--- src/hw/ebtp_map.svh ---
// register map, field positions, reset values and timing counts
// of the eight-bit timer with shared prescaler.
// assumes: included by bare name from design files.
`ifndef EBTP_MAP_SVH
`define EBTP_MAP_SVH

// ****************************************
// register byte offsets
// ****************************************
`define EBTP_OFF_COUNT      8'h00
`define EBTP_OFF_OPTION     8'h04
`define EBTP_OFF_INTCTL     8'h08
`define EBTP_OFF_STATUS     8'h0C
`define EBTP_OFF_MASK       8'h10
`define EBTP_OFF_WDOG       8'h14

// ****************************************
// field positions
// ****************************************
`define EBTP_OPT_SEL_LSB    0
`define EBTP_OPT_ASSIGN_BIT 3
`define EBTP_OPT_EDGE_BIT   4
`define EBTP_OPT_EXT_BIT    5
`define EBTP_INT_FLAG_BIT   2
`define EBTP_INT_EN_BIT     5
`define EBTP_ST_OVF_BIT     0
`define EBTP_ST_WDT_BIT     1
`define EBTP_WD_CLR_BIT     0
`define EBTP_WD_EN_BIT      1
`define EBTP_WD_CNT_LSB     8

// ****************************************
// reset values
// ****************************************
`define EBTP_RST_COUNT      8'h00
`define EBTP_RST_OPTION     8'h08
`define EBTP_RST_INTCTL     8'h00
`define EBTP_RST_WDOG       8'h00

// ****************************************
// timing
// ****************************************
`define EBTP_CLK_NS         10
`define EBTP_INSTR_NS       40
`define EBTP_PHASES         (`EBTP_INSTR_NS / `EBTP_CLK_NS)
`define EBTP_COUNT_MAX      8'hFF

`endif

--- src/hw/ebtp_top_end.sv ---
// spare slot, holds no logic; the block's top is ebtp_top

--- src/hw/ebtp_pkg.sv ---
// types shared by the eight-bit timer files.
// assumes: ebtp_map.svh holds every number.
package ebtp_pkg;

    // ****************************************
    // option register layout
    // ****************************************
    typedef struct packed {
        logic [1:0] spare;
        logic       ext_mode;    // 1: count the external pin
        logic       edge_fall;   // 1: count falling edges
        logic       assign_wdt;  // prescaler_assign
        logic [2:0] sel;         // prescale_select
    } ebtp_option_t;

    // apb request as seen by the slave
    typedef struct packed {
        logic        sel;
        logic        enable;
        logic        write;
        logic [7:0]  addr;
        logic [31:0] wdata;
    } ebtp_apb_req_t;

    // instruction clock phases, one system clock each
    typedef enum logic [1:0] {
        EBTP_Q1 = 2'b00,
        EBTP_Q2 = 2'b01,
        EBTP_Q3 = 2'b10,
        EBTP_Q4 = 2'b11
    } ebtp_phase_t;

endpackage : ebtp_pkg

--- src/hw/ebtp_top.sv ---
// eight-bit timer/counter with shared prescaler and watchdog counter,
// registers on an apb slave, one level interrupt.
// assumes: apb master on i_clk_sys, external count pin asynchronous,
// i_sleep driven by core logic on the same clock.
//
// Contract
// RULE1 - one prescaler, timer or watchdog, never both
// RULE2 - assign bit zero gives prescaler to timer
// RULE3 - select field picks ratio 1:2 to 1:256
// RULE4 - timer counts 1:1 only when prescaler on watchdog
// RULE5 - prescaler count never read nor loaded
// RULE6 - count write clears prescaler when on timer
// RULE7 - watchdog clear clears both when on watchdog
// RULE8 - overflow event on wrap from FF to 00
// RULE9 - flag set on every wrap, enable ignored
// RULE10 - only software clears the overflow flag
// RULE11 - interrupt needs both flag and enable
// RULE12 - timer frozen during sleep
// RULE13 - counter mode sampled on Q2 and Q4
// RULE14 - timer mode counts prescaled instruction ticks
//
// Decided for this implementation: the placing of the registers and the APB slave port.
`timescale 1ns/1ps
`include "ebtp_map.svh"
module ebtp_top (
    input  wire logic        i_clk_sys,
    input  wire logic        i_rstn,
    input  wire logic        i_psel,
    input  wire logic        i_penable,
    input  wire logic        i_pwrite,
    input  wire logic [7:0]  i_paddr,
    input  wire logic [31:0] i_pwdata,
    output logic [31:0]      o_prdata,
    output logic             o_pready,
    output logic             o_pslverr,
    input  wire logic        i_sleep,
    input  wire logic        i_ext_count_input,
    output logic             o_irq,
    output logic             o_wdt_timeout
);

    // ****************************************
    // declarations
    // ****************************************
    ebtp_pkg::ebtp_apb_req_t req;
    ebtp_pkg::ebtp_option_t  option_q;
    ebtp_pkg::ebtp_phase_t   phase_q;
    ebtp_pkg::ebtp_phase_t   phase_d;
    logic [7:0]              count_q;
    logic                    ovf_flag_q;
    logic                    ovf_en_q;
    logic                    wdt_flag_q;
    logic                    wdt_mask_q;
    logic                    wd_en_q;
    logic [7:0]              wd_cnt_q;
    logic                    pready_q;
    logic                    pslverr_q;
    logic [31:0]             prdata_q;
    logic                    irq_q, wdt_to_q;
    logic                    samp_q2_q, samp_q4_q;
    logic                    wr_acc, wr_count, wd_clear;
    logic                    instr_tick, ext_level, ext_rise;
    logic                    psc_tick, psc_clear, psc_pulse;
    logic                    psc_level, cnt_src, tmr_inc;
    logic                    ovf_event, wd_tick, wd_event;
    logic                    ovf_clr, wdt_clr;
    logic                    mapped;
    logic [31:0]             rd_mux;

    // address compare used by every register decoder
    function automatic logic hit(input logic [7:0] addr, input logic [7:0] off);
        return addr == off;
    endfunction : hit

    // gather the bus pins into one carrier
    assign req.sel    = i_psel;
    assign req.enable = i_penable;
    assign req.write  = i_pwrite;
    assign req.addr   = i_paddr;
    assign req.wdata  = i_pwdata;

    // ****************************************
    // apb handshake
    // ****************************************
    // one wait state: pready rises in the second access cycle
    always_ff @(posedge i_clk_sys) begin
        if (!i_rstn) begin
            pready_q <= 1'b0;
        end else begin
            pready_q <= req.sel & req.enable & ~pready_q;
        end
    end

    // a write takes effect only at the completing edge
    assign wr_acc   = req.sel & req.enable & pready_q & req.write & mapped;
    assign wr_count = wr_acc & hit(req.addr, `EBTP_OFF_COUNT);
    assign wd_clear = wr_acc & hit(req.addr, `EBTP_OFF_WDOG)
                    & req.wdata[`EBTP_WD_CLR_BIT];

    // unmapped addresses answer with an error and zero data
    assign mapped = (req.addr <= `EBTP_OFF_WDOG) & (req.addr[1:0] == 2'h0);

    // ****************************************
    // read mux
    // ****************************************
    // prescaler count has no read path at all
    always_comb begin
        rd_mux = 32'h0000_0000; // RULE5
        if (hit(req.addr, `EBTP_OFF_COUNT)) begin
            rd_mux[7:0] = count_q;
        end else if (hit(req.addr, `EBTP_OFF_OPTION)) begin
            rd_mux[7:0] = option_q;
        end else if (hit(req.addr, `EBTP_OFF_INTCTL)) begin
            rd_mux[`EBTP_INT_FLAG_BIT] = ovf_flag_q;
            rd_mux[`EBTP_INT_EN_BIT]   = ovf_en_q;
        end else if (hit(req.addr, `EBTP_OFF_STATUS)) begin
            rd_mux[`EBTP_ST_OVF_BIT] = ovf_flag_q;
            rd_mux[`EBTP_ST_WDT_BIT] = wdt_flag_q;
        end else if (hit(req.addr, `EBTP_OFF_MASK)) begin
            rd_mux[`EBTP_ST_OVF_BIT] = ovf_en_q;
            rd_mux[`EBTP_ST_WDT_BIT] = wdt_mask_q;
        end else if (hit(req.addr, `EBTP_OFF_WDOG)) begin
            rd_mux[`EBTP_WD_EN_BIT] = wd_en_q;
            rd_mux[`EBTP_WD_CNT_LSB +: 8] = wd_cnt_q;
        end
    end

    // read data and error are held with pready
    always_ff @(posedge i_clk_sys) begin
        if (!i_rstn) begin
            prdata_q  <= 32'h0000_0000;
            pslverr_q <= 1'b0;
        end else if (req.sel & req.enable & ~pready_q) begin
            prdata_q  <= rd_mux;
            pslverr_q <= ~mapped;
        end else begin
            prdata_q  <= 32'h0000_0000;
            pslverr_q <= 1'b0;
        end
    end

    // ****************************************
    // option register
    // ****************************************
    // select and assign steer the prescaler routing below
    always_ff @(posedge i_clk_sys) begin
        if (!i_rstn) begin
            option_q <= `EBTP_RST_OPTION;
        end else if (wr_acc & hit(req.addr, `EBTP_OFF_OPTION)) begin
            option_q <= req.wdata[7:0];
        end
    end

    // ****************************************
    // instruction clock phases
    // ****************************************
    // four system clocks make one instruction cycle
    always_comb begin
        case (phase_q)
            ebtp_pkg::EBTP_Q1: phase_d = ebtp_pkg::EBTP_Q2;
            ebtp_pkg::EBTP_Q2: phase_d = ebtp_pkg::EBTP_Q3;
            ebtp_pkg::EBTP_Q3: phase_d = ebtp_pkg::EBTP_Q4;
            ebtp_pkg::EBTP_Q4: phase_d = ebtp_pkg::EBTP_Q1;
            default:           phase_d = ebtp_pkg::EBTP_Q1;
        endcase
    end

    always_ff @(posedge i_clk_sys) begin
        if (!i_rstn) begin
            phase_q <= ebtp_pkg::EBTP_Q1;
        end else begin
            phase_q <= phase_d;
        end
    end

    assign instr_tick = (phase_q == ebtp_pkg::EBTP_Q4);

    // ****************************************
    // external count pin
    // ****************************************
    ebtp_pin_sync u_pin_sync (
        .i_clk_sys (i_clk_sys),
        .i_rstn    (i_rstn),
        .i_pin     (i_ext_count_input),
        .i_invert  (option_q.edge_fall),
        .o_level   (ext_level),
        .o_rise    (ext_rise)
    );

    // ****************************************
    // shared prescaler routing
    // ****************************************
    // the prescaler follows exactly one owner at a time
    always_comb begin
        if (option_q.assign_wdt) begin // RULE1 RULE2
            psc_tick  = instr_tick;
            psc_clear = wd_clear; // RULE7
        end else begin
            psc_tick  = ~i_sleep & (option_q.ext_mode ? ext_rise : instr_tick);
            psc_clear = wr_count; // RULE6
        end
    end

    ebtp_presc u_presc (
        .i_clk_sys (i_clk_sys),
        .i_rstn    (i_rstn),
        .i_tick    (psc_tick),
        .i_clear   (psc_clear),
        .i_sel     (option_q.sel), // RULE3
        .o_pulse   (psc_pulse),
        .o_level   (psc_level)
    );

    // ****************************************
    // counter mode sampling
    // ****************************************
    // source seen by the sampler: divided, or the bare pin
    assign cnt_src = option_q.assign_wdt ? ext_level : psc_level; // RULE4

    // sample at Q2, confirm at Q4: an edge is counted once per
    // instruction cycle at most, so fast pins are undercounted
    always_ff @(posedge i_clk_sys) begin
        if (!i_rstn) begin
            samp_q2_q <= 1'b0;
            samp_q4_q <= 1'b0;
        end else if (phase_q == ebtp_pkg::EBTP_Q2) begin
            samp_q2_q <= cnt_src; // RULE13
        end else if (phase_q == ebtp_pkg::EBTP_Q4) begin
            samp_q4_q <= samp_q2_q; // RULE13
        end
    end

    // ****************************************
    // count register
    // ****************************************
    // increment source per mode; frozen while asleep
    always_comb begin
        if (i_sleep) begin
            tmr_inc = 1'b0; // RULE12
        end else if (option_q.ext_mode) begin
            tmr_inc = instr_tick & samp_q2_q & ~samp_q4_q; // RULE13
        end else if (option_q.assign_wdt) begin
            tmr_inc = instr_tick; // RULE4
        end else begin
            tmr_inc = psc_pulse; // RULE14
        end
    end

    // a software write beats a same-cycle increment
    assign ovf_event = tmr_inc & ~wr_count & (count_q == `EBTP_COUNT_MAX); // RULE8

    always_ff @(posedge i_clk_sys) begin
        if (!i_rstn) begin
            count_q <= `EBTP_RST_COUNT;
        end else if (wr_count) begin
            count_q <= req.wdata[7:0];
        end else if (tmr_inc) begin
            count_q <= count_q + 8'h01; // RULE8
        end
    end

    // ****************************************
    // watchdog counter
    // ****************************************
    // keeps running in sleep; divided only when it owns the prescaler
    assign wd_tick  = wd_en_q & (option_q.assign_wdt ? psc_pulse : instr_tick);
    assign wd_event = wd_tick & ~wd_clear & (wd_cnt_q == `EBTP_COUNT_MAX);

    always_ff @(posedge i_clk_sys) begin
        if (!i_rstn) begin
            wd_en_q <= 1'(`EBTP_RST_WDOG >> `EBTP_WD_EN_BIT);
        end else if (wr_acc & hit(req.addr, `EBTP_OFF_WDOG)) begin
            wd_en_q <= req.wdata[`EBTP_WD_EN_BIT];
        end
    end

    always_ff @(posedge i_clk_sys) begin
        if (!i_rstn) begin
            wd_cnt_q <= 8'h00;
        end else if (wd_clear) begin
            wd_cnt_q <= 8'h00; // RULE7
        end else if (wd_tick) begin
            wd_cnt_q <= wd_cnt_q + 8'h01;
        end
    end

    // ****************************************
    // status, mask and interrupt
    // ****************************************
    // write one clears; both views of the flag share the flop
    assign ovf_clr = wr_acc & ((hit(req.addr, `EBTP_OFF_STATUS)
                   & req.wdata[`EBTP_ST_OVF_BIT])
                   | (hit(req.addr, `EBTP_OFF_INTCTL)
                   & req.wdata[`EBTP_INT_FLAG_BIT]));
    assign wdt_clr = wr_acc & hit(req.addr, `EBTP_OFF_STATUS)
                   & req.wdata[`EBTP_ST_WDT_BIT];

    // set wins over clear so no wrap is lost
    always_ff @(posedge i_clk_sys) begin
        if (!i_rstn) begin
            ovf_flag_q <= 1'b0;
            wdt_flag_q <= 1'b0;
        end else begin
            ovf_flag_q <= ovf_event | (ovf_flag_q & ~ovf_clr); // RULE9 RULE10
            wdt_flag_q <= wd_event | (wdt_flag_q & ~wdt_clr);
        end
    end

    // enable reachable from the control and the mask view
    always_ff @(posedge i_clk_sys) begin
        if (!i_rstn) begin
            ovf_en_q   <= 1'(`EBTP_RST_INTCTL >> `EBTP_INT_EN_BIT);
            wdt_mask_q <= 1'b0;
        end else if (wr_acc & hit(req.addr, `EBTP_OFF_INTCTL)) begin
            ovf_en_q <= req.wdata[`EBTP_INT_EN_BIT];
        end else if (wr_acc & hit(req.addr, `EBTP_OFF_MASK)) begin
            ovf_en_q   <= req.wdata[`EBTP_ST_OVF_BIT];
            wdt_mask_q <= req.wdata[`EBTP_ST_WDT_BIT];
        end
    end

    // registered so the output comes straight from a flop
    always_ff @(posedge i_clk_sys) begin
        if (!i_rstn) begin
            irq_q    <= 1'b0;
            wdt_to_q <= 1'b0;
        end else begin
            irq_q    <= (ovf_flag_q & ovf_en_q) | (wdt_flag_q & wdt_mask_q); // RULE11
            wdt_to_q <= wd_event;
        end
    end

    // ****************************************
    // outputs
    // ****************************************
    assign o_prdata      = prdata_q;
    assign o_pready      = pready_q;
    assign o_pslverr     = pslverr_q;
    assign o_irq         = irq_q;
    assign o_wdt_timeout = wdt_to_q;

endmodule : ebtp_top

--- src/hw/ebtp_pin_sync.sv ---
// two-flop synchroniser with edge select for the external count pin.
// assumes: pin is asynchronous to i_clk_sys.
`timescale 1ns/1ps
module ebtp_pin_sync (
    input  wire logic i_clk_sys,
    input  wire logic i_rstn,
    input  wire logic i_pin,
    input  wire logic i_invert,
    output logic      o_level,
    output logic      o_rise
);
    logic meta_q;
    logic sync_q;
    logic prev_q;

    // ****************************************
    // synchroniser
    // ****************************************
    // first flop feeds only the second
    always_ff @(posedge i_clk_sys) begin
        if (!i_rstn) begin
            meta_q <= 1'b0;
            sync_q <= 1'b0;
        end else begin
            meta_q <= i_pin;
            sync_q <= meta_q;
        end
    end

    // edge history taken after the edge select
    always_ff @(posedge i_clk_sys) begin
        if (!i_rstn) begin
            prev_q <= 1'b0;
        end else begin
            prev_q <= o_level;
        end
    end

    // falling edges become rising ones by inversion
    assign o_level = sync_q ^ i_invert;
    assign o_rise  = o_level & ~prev_q;

endmodule : ebtp_pin_sync

--- src/hw/ebtp_presc.sv ---
// shared prescaler: divides an input tick by 2 up to 256.
// assumes: clear and tick come from logic on i_clk_sys.
`timescale 1ns/1ps
module ebtp_presc (
    input  wire logic       i_clk_sys,
    input  wire logic       i_rstn,
    input  wire logic       i_tick,
    input  wire logic       i_clear,
    input  wire logic [2:0] i_sel,
    output logic            o_pulse,
    output logic            o_level
);
    logic [7:0] cnt_q;

    // low bits that must all be set for a carry out
    function automatic logic [7:0] span(input logic [2:0] sel);
        logic [7:0] top;
        top = 8'h02 << sel;
        return top - 8'h01;
    endfunction : span

    // ****************************************
    // counter, hidden from software
    // ****************************************
    // clear wins so a restart never leaks a stale carry
    always_ff @(posedge i_clk_sys) begin
        if (!i_rstn) begin
            cnt_q <= 8'h00;
        end else if (i_clear) begin
            cnt_q <= 8'h00;
        end else if (i_tick) begin
            cnt_q <= cnt_q + 8'h01;
        end
    end

    // ratio doubles with each select step
    assign o_pulse = i_tick & ~i_clear & ((cnt_q & span(i_sel)) == span(i_sel));
    assign o_level = cnt_q[i_sel];

endmodule : ebtp_presc

--- config.mk ---
export PLATFORM = sky130hd
export DESIGN_NAME = ebtp_top
export DESIGN_NICKNAME = d
export VERILOG_FILES = /design/src/hw/ebtp_top_end.sv /design/src/hw/ebtp_pkg.sv /design/src/hw/ebtp_top.sv /design/src/hw/ebtp_pin_sync.sv /design/src/hw/ebtp_presc.sv
export VERILOG_INCLUDE_DIRS = /design/src /design/src/hw
export SDC_FILE = /design/constraint.sdc
export NUM_CORES = 1
export LEC_CHECK = 0
export ABC_AREA = 1
export BUFFER_PORTS_ARGS = -buffer_cell sky130_fd_sc_hd__buf_2
export CORE_ASPECT_RATIO = 0.8
export CORE_MARGIN = 10
export CORE_UTILIZATION = 25
export CTS_BUF_LIST = sky130_fd_sc_hd__clkbuf_16
export CTS_CLUSTER_DIAMETER = 120
export DETAILED_ROUTE_END_ITERATION = 8
export SYNTH_ARGS = -nofsm -noshare
export SYNTH_HDL_FRONTEND = slang
export SYNTH_SLANG_ARGS = --single-unit
--- constraint.sdc ---
create_clock -name i_clk_sys -period 2.48 [get_ports i_clk_sys]
set_clock_uncertainty 0.15 [all_clocks]
set_input_delay 0.124 -clock i_clk_sys [delete_from_list [all_inputs] [get_ports i_clk_sys]]
set_output_delay 0.124 -clock i_clk_sys [all_outputs]
set_load 0.005 [all_outputs]
==> reports/qor.yml <==
flow_run:
  max_cap_viol_count: 0
global_route:
  grt_pass1_wl_mm: 14.6
  grt_pass1_vias: 3018
  met2_usage_pct: 14.6
  grt.total_usage_pct: 9.75
  overflow: 0
  gr-usage-met1_pct: 13.0
  grt_antenna_before_repair: 0
  use_met3_pct: 2.85
  grt_max_degree: 25
  busiest_layer: "met2"
layout:
  mostFrequentLayoutCells: "nand2_1 (99), dfxtp_1 (62), inv_1 (54), buf_2 (42), nor2_1 (35)"
  area_delta_synth_final_pct: 27.0
  finalNetCount: 589
  drive_above_1_share_pct: 22.3
  diodes: 0
  final_common_cell: "nand2_1"
  fin_util_pct: 32.7
clock_tree:
  cts_buffers: 9
  clk_latency_ps: 330
  cts.sinks: 64
  tritoncts: "yes"
  path_clk_slew_ps: 60
  cts_buffer_depth: 2
  htreeDepth: 3
  cts-root-buf: "clkbuf_16"
place:
  globalplace.congestion: 0.887
  portBuffers: 42
  hpwlAfterDp_mm: 6.73
sta:
  setup_tns_ps: 0
  holdWs_ps: 29.4
  slew_headroom_pct: 52.7
  finalHoldViolations: 0
  fmax_mhz: 428
  max_slew.worst_pin.slew_ps: 704
  maxSlewViolCount: 0
  post-route-min-period_ps: 2340
  finalCritPeriodShare_pct: 94.3
  setup-violations-final: 0
synthesis:
  synth-main-ff-cell: "dfxtp_1"
  synth_edf_count: 0
  synthMuxAreaShare_pct: 0
  synth_cell_types: 37
  synthCells: 463
  avgSynthCellArea_um2: 7.21
  async_flop_share_pct: 0
  synth-compound-area-share_pct: 12.3
  ys_warn_count: 0
  ys_seq_area_share_pct: 38.4
  synth-xor-area-share_pct: 1.84
  synth-simple-area-share_pct: 31.8
  synth_top_family_by_area: "simple AND/OR/NAND/NOR gates"
  synthAdderAreaFrac_pct: 3.00
  yosys_register_bits: 64
  synth_area_mm2: 0.00334
detailed_routing:
  vias: 3138
  wirelength_mm: 8.86
  viasPerCell: 4.39
  drtIter0Drc: 186
  ant_nets: 0
  drc: 0
  first_pass_iters: 5
  wl_per_cell_um: 12.4
worst_setup_path:
  path_class: "flop to flop"
  slowest_stage: "dfxtp_4"
  path_max_fanout: 5
  start_kind: "flop"
  crit_path_end_kind: "flop"
  cp_top_family: "simple AND/OR/NAND/NOR gates"
  critPathBufInv: 2
  cp.arrival_ps: 2410
  crit_path_max_incr_delay_ps: 360
  crit_chain: "nor2_4 -> nand2_2 -> ha_4 -> inv_2 -> nand2_2 -> nand2_2 -> nor2_2 -> nand3_1 -> nor2_1 -> nand2_1 -> nor2_1 -> nand2_1 -> nand2_1 -> nand2_1 -> nand2_2 -> nand2_4 -> clkbuf_16 -> a21oi_4 -> nor2_2"
  cp_data_required_time_ps: 2550
power:
  peakVddDrop_mv: 0.358
  power.density_mw_per_mm2: 586
  p_leak_nw: 1.87
floorplan:
  die_h_um: 123
  fp.dieW_um: 149
  dieArea_mm2: 0.0184
  row_count: 37
  core_mm2: 0.0130
  start_util_pct: 25.7
  ioPinCount: 83
worst_hold_path:
  hold_class: "input pin to flop"
status:
  outcome: "finished, final reports clean"
==> worst paths after layout <==
| path | from | endpoint | slack, ps | cells past startpoint |
|---|---|---|---|---|
| setup / recovery | option_q[1] | count_q[4] | 140 | 19 |
| hold / removal | i_pwdata[1] | wd_en_q | 30 | 3 |
| setup reg to reg | option_q[1] | count_q[4] | 140 | 19 |
| hold reg to reg | u_pin_sync.meta_q | u_pin_sync.sync_q | 260 | 2 |
==> through the flow <==
stage	cell area [um^2]	power, mW	setup slack (ps)	std cells
global placement	3760	1.32	118	685
CTS	4130	2.49	49.2	711
finish	4240	2.48	141	714
global route	4240	2.59	-6.06	714
detailed placement	3760	1.33	61.7	685
floorplan	3390	1.27	213	478
==> routing by layer <==
layer	vias up	share of wire, %
met5	-	0
met4	0	1.1
met2	102	42
met1	1403	49
li1	1626	-
met3	7	7.3
==> what timing repair did <==
action,4_1_cts,5_1_grt
endpoints found under the hold margin,9,0
resized for setup,0,17
setup endpoints to repair,0,16
hold buffers,10,0
setup buffers,0,2
==> where the power goes <==
part / switching [mW] / internal, mW / leakage (nW)
sequential: 0.0322 / 1.06 / 0.519
combinational: 0.138 / 0.104 / 1.22
clock: 0.472 / 0.675 / 0.133
total: 0.642 / 1.84 / 1.87
==> worst reg2reg max path: stages (launching register included) <==
cell	delay (ps)
dfxtp_4	360
nor2_4	120
nand2_2	80
ha_4	270
inv_2	30
nand2_2	50
nand2_2	50
nor2_2	100
nand3_1	80
nor2_1	100
nand2_1	50
nor2_1	90
nand2_1	70
nand2_1	70
nand2_1	70
nand2_2	90
nand2_4	80
clkbuf_16	180
a21oi_4	110
nor2_2	50
==> synth_stat cells (2+ instances only) <==
library cell	instances	share of area, %
nor2_2	7	1.3
clkbuf_1	3	0.34
buf_6	5	1.7
nand3_1	31	4.6
nor3_1	12	1.8
xor2_1	7	1.8
o21ai_1	3	0.45
o21ai_0	24	3.6
nor4_1	2	0.37
nor2_1	36	4.0
nand2_1	103	12
nor2_4	2	0.67
o211ai_1	4	0.90
and3_1	3	0.56
inv_1	55	6.2
dfxtp_1	64	38
buf_4	16	3.6
ha_1	8	3.0
a21oi_2	4	1.0
nand3_2	5	1.5
inv_2	5	0.56
nor3_2	3	0.90
nand2_2	6	1.1
nor3b_1	5	1.1
a21oi_1	31	4.6
a31oi_1	2	0.37
nand4_1	6	1.1
nor3b_2	2	0.75
==> flip-flops by register name, indices dropped and copies added (netlist names), 2 cells and up <==
signal / cells
option_q: 8
o_prdata: 16
wd_cnt_q: 8
u_presc.cnt_q: 8
count_q: 8
phase_q: 2
==> area by class of cell <==
cell class / count / area (um^2)
Sequential cell: 64 / 1290
Multi-Input combinational cell: 328 / 1750
Timing Repair Buffer: 71 / 483
Tap cell: 175 / 219
Fill cell: 1406 / 8730
Clock inverter: 7 / 47.5
Inverter: 60 / 225
Clock buffer: 9 / 225
==> logic make-up after synthesis <==
kind of cell | Yosys count
and+or+nand+nor | 224
buffers and inverters | 86
AOI/OAI and AO/OA | 73
DFF | 64
adders and majority gates | 8
xor gates and xnor gates | 7
other | 1
Note: power is estimated with default switching activity, not from simulation.
